<file path="config.mk">
export PLATFORM = sky130hd
export DESIGN_NAME = rcw_reset_cause
export DESIGN_NICKNAME = d
export VERILOG_FILES = /design/src/shared/rcw_pkg.sv /design/src/logic/rcw_reset_cause.sv /design/src/logic/rcw_sync3.sv
export SDC_FILE = /design/constraint.sdc
export NUM_CORES = 1
export LEC_CHECK = 0
export ABC_AREA = 1
export BUFFER_PORTS_ARGS = -buffer_cell sky130_fd_sc_hd__buf_4
export CAP_MARGIN = 25
export CORE_MARGIN = 1.5
export CORE_UTILIZATION = 40
export CTS_CLUSTER_DIAMETER = 60
export DETAILED_ROUTE_END_ITERATION = 12
export PLACE_DENSITY = 0.71
export SYNTH_ARGS = -nofsm -noshare
export SYNTH_HDL_FRONTEND = slang
export SYNTH_SLANG_ARGS = --single-unit
</file>
<file path="constraint.sdc">
create_clock -name ref_clk -period 1.79 [get_ports ref_clk]
set_clock_uncertainty 0.05 [all_clocks]
set_input_delay 0.2685 -clock ref_clk [delete_from_list [all_inputs] [get_ports ref_clk]]
set_output_delay 0.2685 -clock ref_clk [all_outputs]
set_load 0.02 [all_outputs]
</file>
<file path="src/shared/rcw_pkg.sv">
// shared constants for the reset cause collector and watchdog
`default_nettype none
package rcw_pkg;

  // special function register addresses
  localparam logic [7:0] DOG_CTRL_ADDR  = 8'hff;
  localparam logic [7:0] CAUSE_ADDR     = 8'hd7;

  // watchdog control codes
  localparam logic [7:0] DOG_RESTART    = 8'ha5;
  localparam logic [7:0] DOG_DIS_FIRST  = 8'hde;
  localparam logic [7:0] DOG_DIS_SECOND = 8'had;
  localparam logic [7:0] DOG_LOCK       = 8'hff;

  // watchdog control fields
  localparam int         DOG_LOAD_BIT   = 7;
  localparam int         DOG_ACTIVE_BIT = 4;
  localparam int         DOG_CNT_W      = 21;
  localparam logic [2:0] DOG_INT_RST    = 3'h7;
  localparam logic [2:0] DOG_DIS_WIN    = 3'h4;
  localparam logic [4:0] DOG_EXP_BASE   = 5'h06;

  // reset cause register bit positions
  localparam int         BIT_PIN        = 0;
  localparam int         BIT_POR        = 1;
  localparam int         BIT_CLK        = 2;
  localparam int         BIT_DOG        = 3;
  localparam int         BIT_SOFT       = 4;
  localparam int         BIT_CMP        = 5;
  localparam int         BIT_CONV       = 6;
  localparam logic [7:0] CAUSE_RST      = 8'h02;

  // cycles the system reset stays asserted after the last source lets go
  localparam logic [3:0] RST_EXIT_CYC   = 4'hc;

  typedef enum logic [0:0] {
    ST_RUN  = 1'b0,
    ST_HOLD = 1'b1
  } rcw_state_e;

endpackage
`default_nettype wire

</file>
<file path="src/logic/rcw_reset_cause.sv">
// Overview of operation
// enabled clock-loss detector resets device internally, reset pin untouched
// clock-loss flag reads one only after a clock-loss reset
// reset-cause bit 2 written enables or disables the clock-loss detector
// comparator selected: reset while plus input below minus input
// comparator flag reads one only after a comparator reset
// software should enable the comparator before selecting it
// conversion pin selected: low level holds device in reset
// selected conversion pin no longer starts slow converter conversions
// conversion pin flag reads one only after a pin reset
// software should route the conversion pin before selecting it
// watchdog is a 21-bit counter on system clock between restarts
// enabled watchdog overflow resets the device, reset pin untouched
// every system reset: watchdog on, count zero, longest interval
// restart code enables the watchdog and clears its counter
// disable needs first then second code within four cycles, unlocked
// software should block interrupts around the disable pair
// lock code blocks later disables, neither enables nor restarts
// interval field selects four to the power three plus field cycles
// software keeps bit 7 zero when loading the interval
// control read returns interval field, all ones after reset
// control bit 4 reads one while the watchdog is active
// reset-cause bit 4 written forces software reset, then reads one
// power-on flag set after power-on, cleared by other resets
// pin-reset flag set after a reset from the external pin
`timescale 1ns/1ps
`default_nettype none
module rcw_reset_cause
  import rcw_pkg::*;
(
  input  wire logic       ref_clk,            // system clock, 40 MHz
  input  wire logic       nrst,               // power-on reset, synchronous, active low
  input  wire logic [7:0] sfr_addr,           // special function register address
  input  wire logic       sfr_wr,             // write strobe
  input  wire logic [7:0] sfr_wdata,          // write data
  output logic      [7:0] sfr_rdata,          // read data, one cycle after address
  input  wire logic       rst_pin_n,          // external reset pin level
  input  wire logic       cmp_zero_out,       // comparator_zero: plus above minus
  input  wire logic       conv_start_pin_two, // conversion start pin level
  input  wire logic       clock_missing,      // clock_loss_detector one-shot timed out
  output logic            clock_loss_arm,     // arms the clock_loss_detector one-shot
  output logic            slow_conv_start,    // start level to slow_converter
  output logic            sys_rst_n           // internal system reset, active low
);

  rcw_state_e             state_q, state_d;
  logic [3:0]             hold_q, hold_d;
  logic [7:0]             cause_q, cause_d;
  logic                   en_clk_q, en_clk_d;
  logic                   en_cmp_q, en_cmp_d;
  logic                   en_conv_q, en_conv_d;
  logic [DOG_CNT_W-1:0]   dog_cnt_q, dog_cnt_d;
  logic                   dog_on_q, dog_on_d;
  logic                   dog_lock_q, dog_lock_d;
  logic [2:0]             dog_int_q, dog_int_d;
  logic [2:0]             dis_win_q, dis_win_d;
  logic [7:0]             rdata_q, rdata_d;
  logic                   conv_go_q, conv_go_d;
  logic                   pin_s, cmp_s, conv_s, gone_s;
  logic                   wr_dog, wr_cause;
  logic                   pin_hit, clk_hit, cmp_hit, conv_hit, dog_hit, soft_hit;
  logic                   level_busy, any_hit;
  logic [DOG_CNT_W-1:0]   dog_last;

  // every pin and the one-shot come from outside the clock domain
  rcw_sync3 #(.RST_VAL(1'b1)) u_sync_pin (
    .ref_clk (ref_clk),
    .nrst    (nrst),
    .din     (rst_pin_n),
    .dout    (pin_s)
  );
  rcw_sync3 #(.RST_VAL(1'b1)) u_sync_cmp (
    .ref_clk (ref_clk),
    .nrst    (nrst),
    .din     (cmp_zero_out),
    .dout    (cmp_s)
  );
  rcw_sync3 #(.RST_VAL(1'b1)) u_sync_conv (
    .ref_clk (ref_clk),
    .nrst    (nrst),
    .din     (conv_start_pin_two),
    .dout    (conv_s)
  );
  rcw_sync3 #(.RST_VAL(1'b0)) u_sync_gone (
    .ref_clk (ref_clk),
    .nrst    (nrst),
    .din     (clock_missing),
    .dout    (gone_s)
  );

  // register writes only count while the core is out of reset
  assign wr_dog   = sfr_wr && (sfr_addr == DOG_CTRL_ADDR) && (state_q == ST_RUN);
  assign wr_cause = sfr_wr && (sfr_addr == CAUSE_ADDR) && (state_q == ST_RUN);

  // timeout is 4^(3+n) = 2^(6+2n) cycles; last count before overflow
  assign dog_last = (DOG_CNT_W'(1) << (DOG_EXP_BASE + {1'b0, dog_int_q, 1'b0}))
                    - DOG_CNT_W'(1);

  // reset sources; level ones keep the reset held while active
  assign pin_hit    = !pin_s;
  assign clk_hit    = en_clk_q && gone_s;
  assign cmp_hit    = en_cmp_q && !cmp_s;
  assign conv_hit   = en_conv_q && !conv_s;
  assign dog_hit    = dog_on_q && (dog_cnt_q == dog_last);
  assign soft_hit   = wr_cause && sfr_wdata[BIT_SOFT];
  assign level_busy = pin_hit || clk_hit || cmp_hit || conv_hit;
  assign any_hit    = level_busy || dog_hit || soft_hit;

  // sequencer, cause capture and enables
  always_comb begin
    state_d   = state_q;
    hold_d    = hold_q;
    cause_d   = cause_q;
    en_clk_d  = en_clk_q;
    en_cmp_d  = en_cmp_q;
    en_conv_d = en_conv_q;
    case (state_q)
      ST_RUN: begin
        if (wr_cause) begin
          en_clk_d  = sfr_wdata[BIT_CLK];
          en_cmp_d  = sfr_wdata[BIT_CMP];
          en_conv_d = sfr_wdata[BIT_CONV];
        end
        if (any_hit) begin
          state_d = ST_HOLD;
          hold_d  = 4'h0;
          cause_d = 8'h00;
          // one cause only, the pin first since it also clears selections
          if (pin_hit) begin
            cause_d[BIT_PIN] = 1'b1;
            en_clk_d         = 1'b0;
            en_cmp_d         = 1'b0;
            en_conv_d        = 1'b0;
          end else if (clk_hit) begin
            cause_d[BIT_CLK] = 1'b1;
          end else if (cmp_hit) begin
            cause_d[BIT_CMP] = 1'b1;
          end else if (conv_hit) begin
            cause_d[BIT_CONV] = 1'b1;
          end else if (dog_hit) begin
            cause_d[BIT_DOG] = 1'b1;
          end else begin
            cause_d[BIT_SOFT] = 1'b1;
          end
        end
      end
      ST_HOLD: begin
        // level sources stretch the reset; exit counts only once all are idle
        if (level_busy) begin
          hold_d = 4'h0;
        end else if (hold_q == RST_EXIT_CYC - 4'h1) begin
          state_d = ST_RUN;
        end else begin
          hold_d = hold_q + 4'h1;
        end
      end
      default: begin
        state_d = ST_HOLD;
        hold_d  = 4'h0;
      end
    endcase
  end

  always_ff @(posedge ref_clk) begin
    if (!nrst) begin
      state_q   <= ST_RUN;
      hold_q    <= 4'h0;
      cause_q   <= CAUSE_RST;
      en_clk_q  <= 1'b0;
      en_cmp_q  <= 1'b0;
      en_conv_q <= 1'b0;
    end else begin
      state_q   <= state_d;
      hold_q    <= hold_d;
      cause_q   <= cause_d;
      en_clk_q  <= en_clk_d;
      en_cmp_q  <= en_cmp_d;
      en_conv_q <= en_conv_d;
    end
  end

  // watchdog: counter, enable, lock, interval and disable window
  always_comb begin
    dog_cnt_d  = dog_cnt_q;
    dog_on_d   = dog_on_q;
    dog_lock_d = dog_lock_q;
    dog_int_d  = dog_int_q;
    dis_win_d  = (dis_win_q != 3'h0) ? dis_win_q - 3'h1 : 3'h0;
    if (state_q == ST_HOLD || any_hit) begin
      // any system reset restores the default watchdog
      dog_cnt_d  = '0;
      dog_on_d   = 1'b1;
      dog_lock_d = 1'b0;
      dog_int_d  = DOG_INT_RST;
      dis_win_d  = 3'h0;
    end else begin
      if (dog_on_q) begin
        dog_cnt_d = dog_cnt_q + DOG_CNT_W'(1);
      end
      if (wr_dog) begin
        case (sfr_wdata)
          DOG_RESTART: begin
            dog_on_d  = 1'b1;
            dog_cnt_d = '0;
          end
          DOG_DIS_FIRST: begin
            dis_win_d = DOG_DIS_WIN;
          end
          DOG_DIS_SECOND: begin
            // a late or locked second code is silently ignored
            if (dis_win_q != 3'h0 && !dog_lock_q) begin
              dog_on_d = 1'b0;
            end
          end
          DOG_LOCK: begin
            dog_lock_d = 1'b1;
          end
          default: begin
            if (!sfr_wdata[DOG_LOAD_BIT]) begin
              dog_int_d = sfr_wdata[2:0];
            end
          end
        endcase
      end
    end
  end

  always_ff @(posedge ref_clk) begin
    if (!nrst) begin
      dog_cnt_q  <= '0;
      dog_on_q   <= 1'b1;
      dog_lock_q <= 1'b0;
      dog_int_q  <= DOG_INT_RST;
      dis_win_q  <= 3'h0;
    end else begin
      dog_cnt_q  <= dog_cnt_d;
      dog_on_q   <= dog_on_d;
      dog_lock_q <= dog_lock_d;
      dog_int_q  <= dog_int_d;
      dis_win_q  <= dis_win_d;
    end
  end

  // read mux and converter start gating, both registered
  always_comb begin
    rdata_d = 8'h00;
    case (sfr_addr)
      DOG_CTRL_ADDR: begin
        rdata_d[2:0]           = dog_int_q;
        rdata_d[DOG_ACTIVE_BIT] = dog_on_q;
      end
      CAUSE_ADDR: begin
        rdata_d = {1'b0, cause_q[6:0]};
      end
      default: begin
        rdata_d = 8'h00;
      end
    endcase
    // selecting the pin as a reset source takes it away from the converter
    conv_go_d = !en_conv_q && !conv_s;
  end

  always_ff @(posedge ref_clk) begin
    if (!nrst) begin
      rdata_q   <= 8'h00;
      conv_go_q <= 1'b0;
    end else begin
      rdata_q   <= rdata_d;
      conv_go_q <= conv_go_d;
    end
  end

  assign sfr_rdata       = rdata_q;
  assign slow_conv_start = conv_go_q;
  assign clock_loss_arm  = en_clk_q;
  // the clock-loss term is raw: with the clock gone no flop can carry it
  assign sys_rst_n = (state_q == ST_RUN) && !(en_clk_q && clock_missing);
endmodule
`default_nettype wire

</file>
<file path="src/logic/rcw_sync3.sv">
`timescale 1ns/1ps
`default_nettype none
// three-stage synchroniser; a change is taken once stages two and three agree
module rcw_sync3 #(
  parameter logic RST_VAL = 1'b1
) (
  input  wire logic ref_clk,  // system clock
  input  wire logic nrst,     // synchronous reset, active low
  input  wire logic din,      // asynchronous level
  output logic      dout      // filtered synchronous level
);
  logic s1_q;
  logic s2_q;
  logic s3_q;
  logic out_q;
  logic out_d;

  // first stage feeds only the second stage
  always_comb begin
    out_d = (s2_q == s3_q) ? s3_q : out_q;
  end

  always_ff @(posedge ref_clk) begin
    if (!nrst) begin
      s1_q  <= RST_VAL;
      s2_q  <= RST_VAL;
      s3_q  <= RST_VAL;
      out_q <= RST_VAL;
    end else begin
      s1_q  <= din;
      s2_q  <= s1_q;
      s3_q  <= s2_q;
      out_q <= out_d;
    end
  end

  assign dout = out_q;
endmodule
`default_nettype wire

</file>
==> results of run 1 <==
[power by group]
part           internal [mW]  total, mW  leakage, nW  switching [mW]
Combinational         0.0965      0.201         1.23           0.104
Clock                  0.932       1.58        0.116           0.651
Sequential              1.53       1.54        0.550          0.0118
[cell usage in the layout, fill, tap and decap left out, types with 2 or more instances in the layout]
master	Yosys	layout
buf_6	4	2
xnor2_1	4	3
nand2_4	0	2
o211ai_1	5	5
dfxtp_4	0	2
o32ai_1	4	4
clkbuf_8	0	9
nor3_2	3	4
a31oi_1	2	2
a21oi_1	16	16
nand3_2	3	2
buf_4	3	66
nand2_1	97	92
o21ai_2	4	5
inv_2	5	5
nor3_1	13	12
conb_1	2	3
xor2_1	10	10
nor2_2	4	10
nor2_4	1	3
nand4_1	8	8
dfxtp_1	68	65
nand3_1	27	26
nand3b_1	3	3
ha_1	5	5
or2_2	12	12
nand3_4	0	2
bufinv_16	0	3
nand2_2	4	7
clkinvlp_4	0	2
o21ai_0	17	16
o21ai_1	3	3
nor2_1	68	60
a21oi_2	5	5
inv_1	55	54
nor4_1	7	6
[layout make-up]
cell class	count	area [um2]	area share [%]
clock buffers	9	124	2.83
repair buffers	71	591	13.5
clock inverters	7	123	2.81
well taps	105	131	3.01
flip-flops and latches	68	1370	31.3
inverters	60	228	5.21
multi-input cells	333	1800	41.3
[how the worst min path moves through the flow]
| stage | slack (ps) | end | start | depth (start not counted) |
|---|---|---|---|---|
| detailed placement | 350 | u_sync_cmp.s2_q | u_sync_cmp.s1_q | 1 |
| CTS | 40 | u_sync_conv.s1_q | conv_start_pin_two | 2 |
| global route | 40 | u_sync_pin.s1_q | rst_pin_n | 2 |
| finish | 50 | u_sync_conv.s1_q | conv_start_pin_two | 2 |
| floorplan | 320 | u_sync_gone.s1_q | clock_missing | 2 |
| global placement | 350 | u_sync_pin.s2_q | u_sync_pin.s1_q | 1 |
[cell families (layout without fill, tap and decap cells)]
group           Yosys count  count (layout)  share of synthesized area, %
flops                    68              68                          40.2
simple gates            252             252                          33.8
xor+xnor                 14              14                          3.62
fa+ha+maj                 5               5                          1.85
buf+inv                  73             147                          9.42
compound gates           59              59                          10.9
other cells               2               3                         0.222
[worst max-delay path, delay by kind of cell (launching register included)]
kind	cells	cell delay (ps)
simple gates	6	820
flops	1	500
buf+inv	1	190
xor+xnor	1	180
[repair_timing]
action,4_1_cts,5_1_grt
gates resized for setup,18,19
setup buffers,3,0
pin swaps,3,0
gates cloned,1,1
endpoints found under the setup margin,38,41
[sequential cells by signal, summed over array words and instances (netlist names), 3 cells and up]
| register | count |
|---|---|
| sfr_rdata | 7 |
| cause_q | 7 |
| dog_cnt_q | 21 |
| dog_int_q | 3 |
| dis_win_q | 3 |
| hold_q | 4 |
[layer usage]
| layer | part of all wire, % | vias to the layer above |
|---|---|---|
| li1 | - | 1664 |
| met1 | 46 | 1481 |
| met2 | 48 | 79 |
| met3 | 5.0 | 13 |
| met4 | 1.7 | 0 |
| met5 | 0 | - |
[metrics by stage]
step / total power, mW / hold slack (ps) / area, um2 / instances
2_1_floorplan: 1.67 / 316 / 3390 / 474
3_3_place_gp: 1.75 / 347 / 3940 / 632
3_5_place_dp: 1.75 / 348 / 3940 / 632
4_1_cts: 3.32 / 38.9 / 4290 / 652
5_1_grt: 3.44 / 35.4 / 4370 / 653
6_report: 3.32 / 46.1 / 4370 / 653
==> reports/qor_table.md, run 1 <==
| Group | Parameter | Reported |
|---|---|---|
| global route | Met2 usage in global routing | 33.4% |
| floorplanning | CORE AREA | 8220 um2 |
| synth | Post-Syn Area | 3390 um2 |
| sta | F_max | 0.540 GHz |
| final layout | Fraction of layout cells with a size suffix above 1 | 27.4% |
| sta | Headroom to the max-slew limit | 59.9% |
| sta | Post-layout min period | 1850 ps |
| power and ir drop | Total power per unit cell area | 760 nW/um2 |
| setup path | Biggest fanout along the worst timing path | 7 |
| setup path | Cell repeated most along the worst path | nand4_1 |
| clock network | Clock slew at the register clock pins of the worst setup and hold paths | 80 ps |
| floorplanning | IO Pins | 34 |
| global route | Number of antenna violations at the first check in global routing | 0 |
| synth | Count leader, synth | nand2_1 |
| setup path | Endpoint arrival time on the critical path | 2060 ps |
| sta | PnR worst setup slack | -62.3 ps |
| synth | FFs w/ async S/R, synth | 0% |
| sta | Setup TNS after final layout | -708 ps |
| hold path | Worst min-delay path category | input pin to flop |
| clock network | Total CTS buffers | 9 |
| final layout | Total inserted antenna cells | 0 |
| route | Number of vias after detailed routing | 3,237 |
| setup path | Critical path startpoint | dog_cnt_q[8] |
| clock network | Hold buffers post-CTS | 0 |
| setup path | Worst Setup Start Kind | flop |
| synth | Average instance area after synthesis | 7.16 um2 |
| clock network | Maximum root-to-sink buffer count | 2 |
| route | Final WL | 8290 um |
| setup path | Crit. End Element | flop |
| clock network | Level count of the clock H-tree | 3 |
| global route | First-pass GRT wire length | 13,900 um |
| floorplanning | Starting Density | 41.2% |
| setup path | Critical path data required time | 1990 ps |
| run status | Status | complete, but fails checks |
| global route | Total routing resource utilization after global routing | 20.1% |
| place | Estimated wirelength of the detail-placed design | 6070 um |
| clock network | Insertion delay of the later-clocked pin in the worst-skew pair | 360 ps |
| synth | Top area cells in the synthesized netlist | dfxtp_1, nand2_1, nor2_1, inv_1, nand3_1 |
| setup path | Category of the most critical setup path | flop to flop |
| sta | Transition time at the pin with the least slew margin | 596 ps |
| setup path | Setup slack of the most critical reg-to-reg path | -60 ps |
| run | Maximum capacitance violations | 0 |
| setup path | Delay of the slowest critical-path stage | 500 ps |
| synth | Leading register cell type out of synthesis | dfxtp_1 |
| setup path | Cell breakdown of the critical path | nand2_1, nor2_1, nand4_1, nor4_1, buf_4, nand4_1, xor2_1, nor2_2 |
| sta | Final Hold Fails | 0 |
| setup path | Cell type of the slowest stage on the worst timing path | dfxtp_1 |
| place | Placer Congestion | 0.925 |
| synth | Synth top cells by count | nand2_1, dfxtp_1, nor2_1 |
| setup path | Capture point of the worst reg-to-reg path | dog_cnt_q[17] |
| synth | Number of flops mapped to enable cells by yosys | 0 |
| global route | Largest net degree at the start of global routing | 16 |
| route | Number of design rule violations left after detail routing | 0 |
| synth | Number of warnings printed during yosys synthesis | 0 |
| power and ir drop | Leakage | 1.90 nW |
| setup path | Startpoint of the lowest-slack register-to-register path | dog_cnt_q[8] |
| floorplanning | Die span in x | 95 um |
| power and ir drop | Max VDD drop | 634 uV |
| place | Pre-CTS setup slack | -199 ps |
| final layout | Final core utilization | 53.2% |
| route | Average routed wire per standard cell | 12.7 um |
| route | Count of antenna-violating nets left after detailed routing | 0 |
| setup path | Capturing element of the worst setup path | dog_cnt_q[17] |
| clock network | TritonCTS clock tree | yes |
| sta | Final worst-path cycle share | 103% |
| synth | Top-area cell type share of the netlist area | 40.2% |
| floorplanning | Die span in y | 95 um |
| synth | Number of storage elements in the synthesis netlist | 68 |
| final layout | Layout overhead on the synthesized area | 29.1% |
| route | Iter 0 DRT Violations | 180 |
| floorplanning | Std cell rows | 33 |
| sta | Unrepaired setup endpoints after global routing | yes |
| synth | Proportion of synthesized chip area in sequential cells | 40.2% |
| synth | Number of distinct library cells after synthesis | 39 |
| route | Via-per-instance ratio | 4.96 |
| global route | Layer carrying the most global-route usage | met2 |
| global route | Global-route track usage on met1 | 24.9% |
| setup path | Depth of the worst register-to-register path | 8 |
| final layout | Layout fillers | 765 |
| global route | Total overflow reported by the global router | 0 |
| synth | Area leader, netlist | dfxtp_1 |
| floorplanning | Die Outline Area | 9030 um2 |
| global route | Via count of the first global-routing pass | 3,059 |
| clock network | Number of sinks driven by the clock tree | 68 |
| place | Number of buffers inserted by port buffering | 32 |
| synth | Gate count after technology mapping | 473 |
| sta | Max-slew violation count | 0 |
| route | TritonRoute pass-1 iters | 4 |
| sta | Final setup violation count | 23 |
| final layout | Post-layout net count | 571 |
| clock network | Clock root buffer master | clkbuf_8 |
| global route | Global-route track usage on met3 | 4.67% |
| run status | Violations in the final reports | setup timing |
No activity file was read; power rests on OpenSTA's default activity.
==> run 2: changes to the inputs <==
BUFFER_PORTS_ARGS = -buffer_cell sky130_fd_sc_hd__buf_2   (was -buffer_cell sky130_fd_sc_hd__buf_4)
==> reports/qor_table.md, run 2 (same netlist as run 1, synthesis figures left out) <==
| Group | Parameter | Reported |
|---|---|---|
| run status | Status | complete, but fails checks |
| run status | Violations in the final reports | setup timing |
| clock network | Clock root buffer master | clkbuf_8 |
| clock network | Number of sinks driven by the clock tree | 68 |
| setup path | Critical path data required time | 2020 ps |
| route | Via-per-instance ratio | 4.98 |
| sta | F_max | 0.536 GHz |
| hold path | Min-Delay Path Depth | 2 |
| global route | First-pass GRT wire length | 13,300 um |
| setup path | Crit. End Element | flop |
| floorplanning | Die Outline Area | 9030 um2 |
| global route | Via count of the first global-routing pass | 2,982 |
| setup path | Endpoint arrival time on the critical path | 2100 ps |
| setup path | Startpoint of the lowest-slack register-to-register path | dog_int_q[1] |
| route | Count of antenna-violating nets left after detailed routing | 0 |
| clock network | Total CTS buffers | 9 |
| sta | Worst hold slack across all endpoints | 51.0 ps |
| sta | Unrepaired setup endpoints after global routing | yes |
| clock network | Clock slew at the register clock pins of the worst setup and hold paths | 80 ps |
| final layout | Most used cells in the layout excluding fill and tap cells | nand2_1, nor2_1, dfxtp_1, inv_1, buf_2 |
| place | Pre-CTS setup slack | -159 ps |
| global route | Total routing resource utilization after global routing | 19.2% |
| route | TritonRoute pass-1 iters | 4 |
| final layout | Register name with the most flops | dog_cnt_q |
| sta | PnR worst setup slack | -76.3 ps |
| final layout | Layout overhead on the synthesized area | 23.7% |
| place | Cell total after placement | 627 |
| hold path | Hold worst-path end | u_sync_conv.s1_q |
| floorplanning | Die span in x | 95 um |
| route | Number of design rule violations left after detail routing | 0 |
| hold path | Worst min-delay path category | input pin to flop |
| sta | Final Hold Fails | 0 |
| floorplanning | Std cell rows | 33 |
| setup path | Depth of the worst register-to-register path | 12 |
| place | Estimated wirelength of the detail-placed design | 5850 um |
| route | Average routed wire per standard cell | 12.4 um |
| power and ir drop | Max VDD drop | 377 uV |
| sta | Setup TNS after final layout | -1170 ps |
| final layout | Most common cell after layout, fill and taps aside | nand2_1 |
| final layout | Total inserted antenna cells | 0 |
| setup path | Worst Setup Start Kind | flop |
| floorplanning | IO Pins | 34 |
| clock network | Hold buffers post-CTS | 0 |
| clock network | Insertion delay of the later-clocked pin in the worst-skew pair | 350 ps |
| power and ir drop | Sum of internal, switching and leakage power | 2.87 mW |
| floorplanning | Die span in y | 95 um |
| setup path | Biggest fanout along the worst timing path | 7 |
| clock network | Maximum root-to-sink buffer count | 2 |
| sta | Final setup violation count | 21 |
| place | Placed standard-cell area | 3820 um2 |
| floorplanning | CORE AREA | 8220 um2 |
| clock network | TritonCTS clock tree | yes |
| final layout | Non-Filler Cell Area, Final | 4190 um2 |
| run | Maximum capacitance violations | 0 |
| final layout | Fraction of layout cells with a size suffix above 1 | 26.4% |
| route | Final WL | 8020 um |
| global route | Largest net degree at the start of global routing | 18 |
| clock network | Level count of the clock H-tree | 3 |
| place | Placer Congestion | 0.956 |
| route | Number of vias after detailed routing | 3,221 |
| power and ir drop | Leakage | 1.84 nW |
| setup path | Setup slack of the most critical reg-to-reg path | -80 ps |
| final layout | Final core utilization | 51.0% |
| sta | Max-slew violation count | 0 |
| route | Iter 0 DRT Violations | 175 |
| final layout | Number of flip-flops in the largest register | 21 |
| place | Number of buffers inserted by port buffering | 32 |
| setup path | Category of the most critical setup path | flop to flop |
| sta | Transition time at the pin with the least slew margin | 596 ps |
| global route | Total overflow reported by the global router | 0 |
| setup path | Capture point of the worst reg-to-reg path | dog_cnt_q[17] |
| sta | Final worst-path cycle share | 104% |
| sta | Headroom to the max-slew limit | 60.1% |
| sta | Post-layout min period | 1870 ps |
| final layout | Final cell count without fillers | 647 |
| floorplanning | Starting Density | 41.2% |
| power and ir drop | Total power per unit cell area | 686 nW/um2 |
| hold path | Worst hold start | conv_start_pin_two |
| final layout | Post-layout net count | 565 |
| global route | Number of antenna violations at the first check in global routing | 0 |
-- run 2: cell types whose count changed in the layout (fill, tap and decap cells not counted), sizes merged --
| cell | before | now |
|---|---|---|
| buf | 70 | 63 |
| clkbuf | 10 | 12 |
| bufinv | 3 | 0 |
| clkinv | 1 | 3 |
-- run 2: per-layer routing --
metal / GRT usage (%) / vias up / part of all wire [%]
met5: 0 / - / 0
met4: 6.34 / 0 / 1.9
met3: 5.72 / 20 / 6.8
met2: 31.4 / 115 / 46
met1: 24.1 / 1436 / 45
li1: - / 1650 / -
-- run 2: worst max path at each step --
stage               slack [ps]          from            end
floorplan                  120  dog_int_q[2]     cause_q[2]
global placement          -100  dog_int_q[1]     cause_q[1]
detailed placement        -160  dog_int_q[1]     cause_q[6]
CTS                        -10  dog_int_q[1]   dis_win_q[1]
global route              -160  dog_int_q[1]   dog_cnt_q[1]
finish                     -80  dog_int_q[1]  dog_cnt_q[17]
-- run 2: critical path: stages (launching register included) --
cell and delay, ps:
dfxtp_4 420, buf_6 120, nand2_1 60, nand2_1 90, nand3_2 80, o21ai_2 140
nor2_2 70, nand3_2 90, nand3_4 90, inv_4 90, nand3_4 160, clkbuf_16 240
nor2_1 80
-- run 2: area by class of cell --
cell class	instances	area, um2
timing repair buffer	65	487
tap	105	131
fill	785	4030
clock buffer	10	138
clock inverter	6	38.8
inverter	60	230
multi-input combinational	333	1780
sequential	68	1380
-- run 2: power by group --
part / total, mW / switching [mW] / internal, mW / leakage, nW
clock network: 1.14 / 0.607 / 0.537 / 0.0885
logic: 0.194 / 0.107 / 0.0867 / 1.20
registers: 1.53 / 0.00932 / 1.53 / 0.553
-- run 2: repair_timing --
action	in CTS	in global routing
setup endpoints to repair	36	38
resized for setup	13	22
buffers inserted	1	0
hold endpoints to repair	0	0
pin swaps	1	10
cloned	1	2
==> run 3: changes to the inputs <==
CORE_UTILIZATION = 45   (was 40)
PLACE_DENSITY = 0.77   (was 0.71)
==> reports/qor_table.md, run 3 (same netlist as run 1, synthesis figures left out) <==
| Group | Parameter | Reported |
|---|---|---|
| global route | Largest net degree at the start of global routing | 21 |
| route | Via-per-instance ratio | 5.10 |
| setup path | Biggest fanout along the worst timing path | 8 |
| sta | Post-layout min period | 1860 ps |
| sta | Unrepaired setup endpoints after global routing | yes |
| setup path | Delay of the slowest critical-path stage | 390 ps |
| floorplanning | Std cell rows | 31 |
| clock network | Hold buffers post-CTS | 0 |
| floorplanning | Starting Density | 46.7% |
| global route | Total routing resource utilization after global routing | 20.2% |
| power and ir drop | Leakage | 1.84 nW |
| sta | Final worst-path cycle share | 104% |
| clock network | Total CTS buffers | 9 |
| setup path | Capture point of the worst reg-to-reg path | dog_cnt_q[4] |
| setup path | Setup slack of the most critical reg-to-reg path | -70 ps |
| hold path | Worst min-delay path category | input pin to flop |
| final layout | Number of flip-flops in the largest register | 21 |
| floorplanning | Die span in y | 89.7 um |
| final layout | Layout overhead on the synthesized area | 24.2% |
| global route | Via count of the first global-routing pass | 3,067 |
| setup path | Cell breakdown of the critical path | nor2_4, nand2_2, nand2_1, nand2_1, nor2_1, nand2_1, nor2_2, nand3_2, nand3_4, inv_4, nand3_4, clkbuf_16, nor3_4 |
| setup path | Startpoint of the lowest-slack register-to-register path | dog_int_q[1] |
| setup path | Crit. End Element | flop |
| route | Count of antenna-violating nets left after detailed routing | 0 |
| power and ir drop | Sum of internal, switching and leakage power | 3.03 mW |
| clock network | Number of sinks driven by the clock tree | 68 |
| run | Maximum capacitance violations | 0 |
| sta | F_max | 0.537 GHz |
| place | Number of buffers inserted by port buffering | 32 |
| sta | PnR worst setup slack | -70.5 ps |
| final layout | Most common cell after layout, fill and taps aside | nand2_1 |
| run status | Status | complete, but fails checks |
| final layout | Non-Filler Cell Area, Final | 4210 um2 |
| setup path | Endpoint arrival time on the critical path | 2060 ps |
| clock network | Clock slew at the register clock pins of the worst setup and hold paths | 80 ps |
| route | Average routed wire per standard cell | 12.8 um |
| setup path | Depth of the worst register-to-register path | 13 |
| clock network | Clock root buffer master | clkbuf_8 |
| clock network | Insertion delay of the later-clocked pin in the worst-skew pair | 360 ps |
| route | Iter 0 DRT Violations | 287 |
| sta | Final Hold Fails | 0 |
| route | Number of vias after detailed routing | 3,278 |
| global route | First-pass GRT wire length | 13,400 um |
| setup path | Cell repeated most along the worst path | nand2_1 |
| power and ir drop | Max VDD drop | 534 uV |
| setup path | Category of the most critical setup path | flop to flop |
| final layout | Register name with the most flops | dog_cnt_q |
| final layout | Final core utilization | 58.0% |
| setup path | Worst Setup Start Kind | flop |
| setup path | Cell type of the slowest stage on the worst timing path | dfxtp_4 |
| global route | Total overflow reported by the global router | 0 |
| place | Placer Congestion | 0.905 |
| floorplanning | CORE AREA | 7250 um2 |
| sta | Final setup violation count | 20 |
| final layout | Most used cells in the layout excluding fill and tap cells | nand2_1, nor2_1, dfxtp_1, inv_1, buf_2 |
| place | Cell total after placement | 620 |
| sta | Max-slew violation count | 0 |
| hold path | Min-Delay Path Depth | 2 |
| setup path | Critical path startpoint | dog_int_q[1] |
| final layout | Final cell count without fillers | 643 |
| clock network | TritonCTS clock tree | yes |
| setup path | Capturing element of the worst setup path | dog_cnt_q[4] |
| global route | Number of antenna violations at the first check in global routing | 0 |
| final layout | Total inserted antenna cells | 0 |
| route | Final WL | 8220 um |
| run status | Violations in the final reports | setup timing |
| final layout | Post-layout net count | 567 |
| place | Placed standard-cell area | 3800 um2 |
| floorplanning | Die span in x | 89.7 um |
| place | Estimated wirelength of the detail-placed design | 5740 um |
| power and ir drop | Total power per unit cell area | 720 nW/um2 |
| route | TritonRoute pass-1 iters | 5 |
| route | Number of design rule violations left after detail routing | 0 |
| clock network | Level count of the clock H-tree | 3 |
| floorplanning | IO Pins | 34 |
| final layout | Fraction of layout cells with a size suffix above 1 | 26.1% |
| floorplanning | Die Outline Area | 8050 um2 |
| sta | Worst hold slack across all endpoints | 41.5 ps |
| setup path | Critical path data required time | 1990 ps |
| clock network | Maximum root-to-sink buffer count | 2 |
==> run 3: cell type report <==
cell class	count	area, um2
Multi-Input combinational cell	333	1810
Timing Repair Buffer	67	460
Clock inverter	7	80.1
Fill cell	651	3050
Tap cell	99	124
Inverter	60	235
Sequential cell	68	1370
Clock buffer	9	124
==> run 3: per-layer routing <==
layer	share of wire, %	track usage [%]
met5	0	0
met4	2.1	8.20
met3	4.9	4.57
met2	48	34.7
met1	45	24.4
==> run 3: worst min-delay path by stage <==
stage,endpoint,slack [ps],start
after floorplan,u_sync_gone.s1_q,320,clock_missing
after global placement,u_sync_gone.s2_q,350,u_sync_gone.s1_q
after detailed placement,u_sync_conv.s2_q,350,u_sync_conv.s1_q
after CTS,u_sync_pin.s1_q,30,rst_pin_n
after global routing,u_sync_pin.s1_q,30,rst_pin_n
final,u_sync_pin.s1_q,40,rst_pin_n
==> run 3: stage by stage <==
stage,setup TNS [ps],worst slack [ps]
CTS,0,6.41
finish,-1030,-70.5
global placement,-501,-59.3
floorplan,0,117
detailed placement,-2620,-156
global route,-5590,-202
==> run 3: power breakdown <==
part,switching [mW],internal [mW],total (mW),leakage [nW]
Clock,0.651,0.662,1.31,0.0973
Sequential,0.0110,1.53,1.54,0.551
Combinational,0.103,0.0775,0.181,1.19
Total,0.765,2.26,3.03,1.84
==> run 3: what timing repair did <==
item,CTS,global route
endpoints found under the setup margin,36,38
endpoints found under the hold margin,0,0
buffers inserted,0,5
cloned,0,2
pin swaps,0,7
gates resized for setup,5,29
==> run 3: worst max-delay path, delay by kind of cell, from the launching register on <==
family	cells	cell delay, ps
DFF	1	390
buffers and inverters	2	230
and+or+nand+nor	11	1070
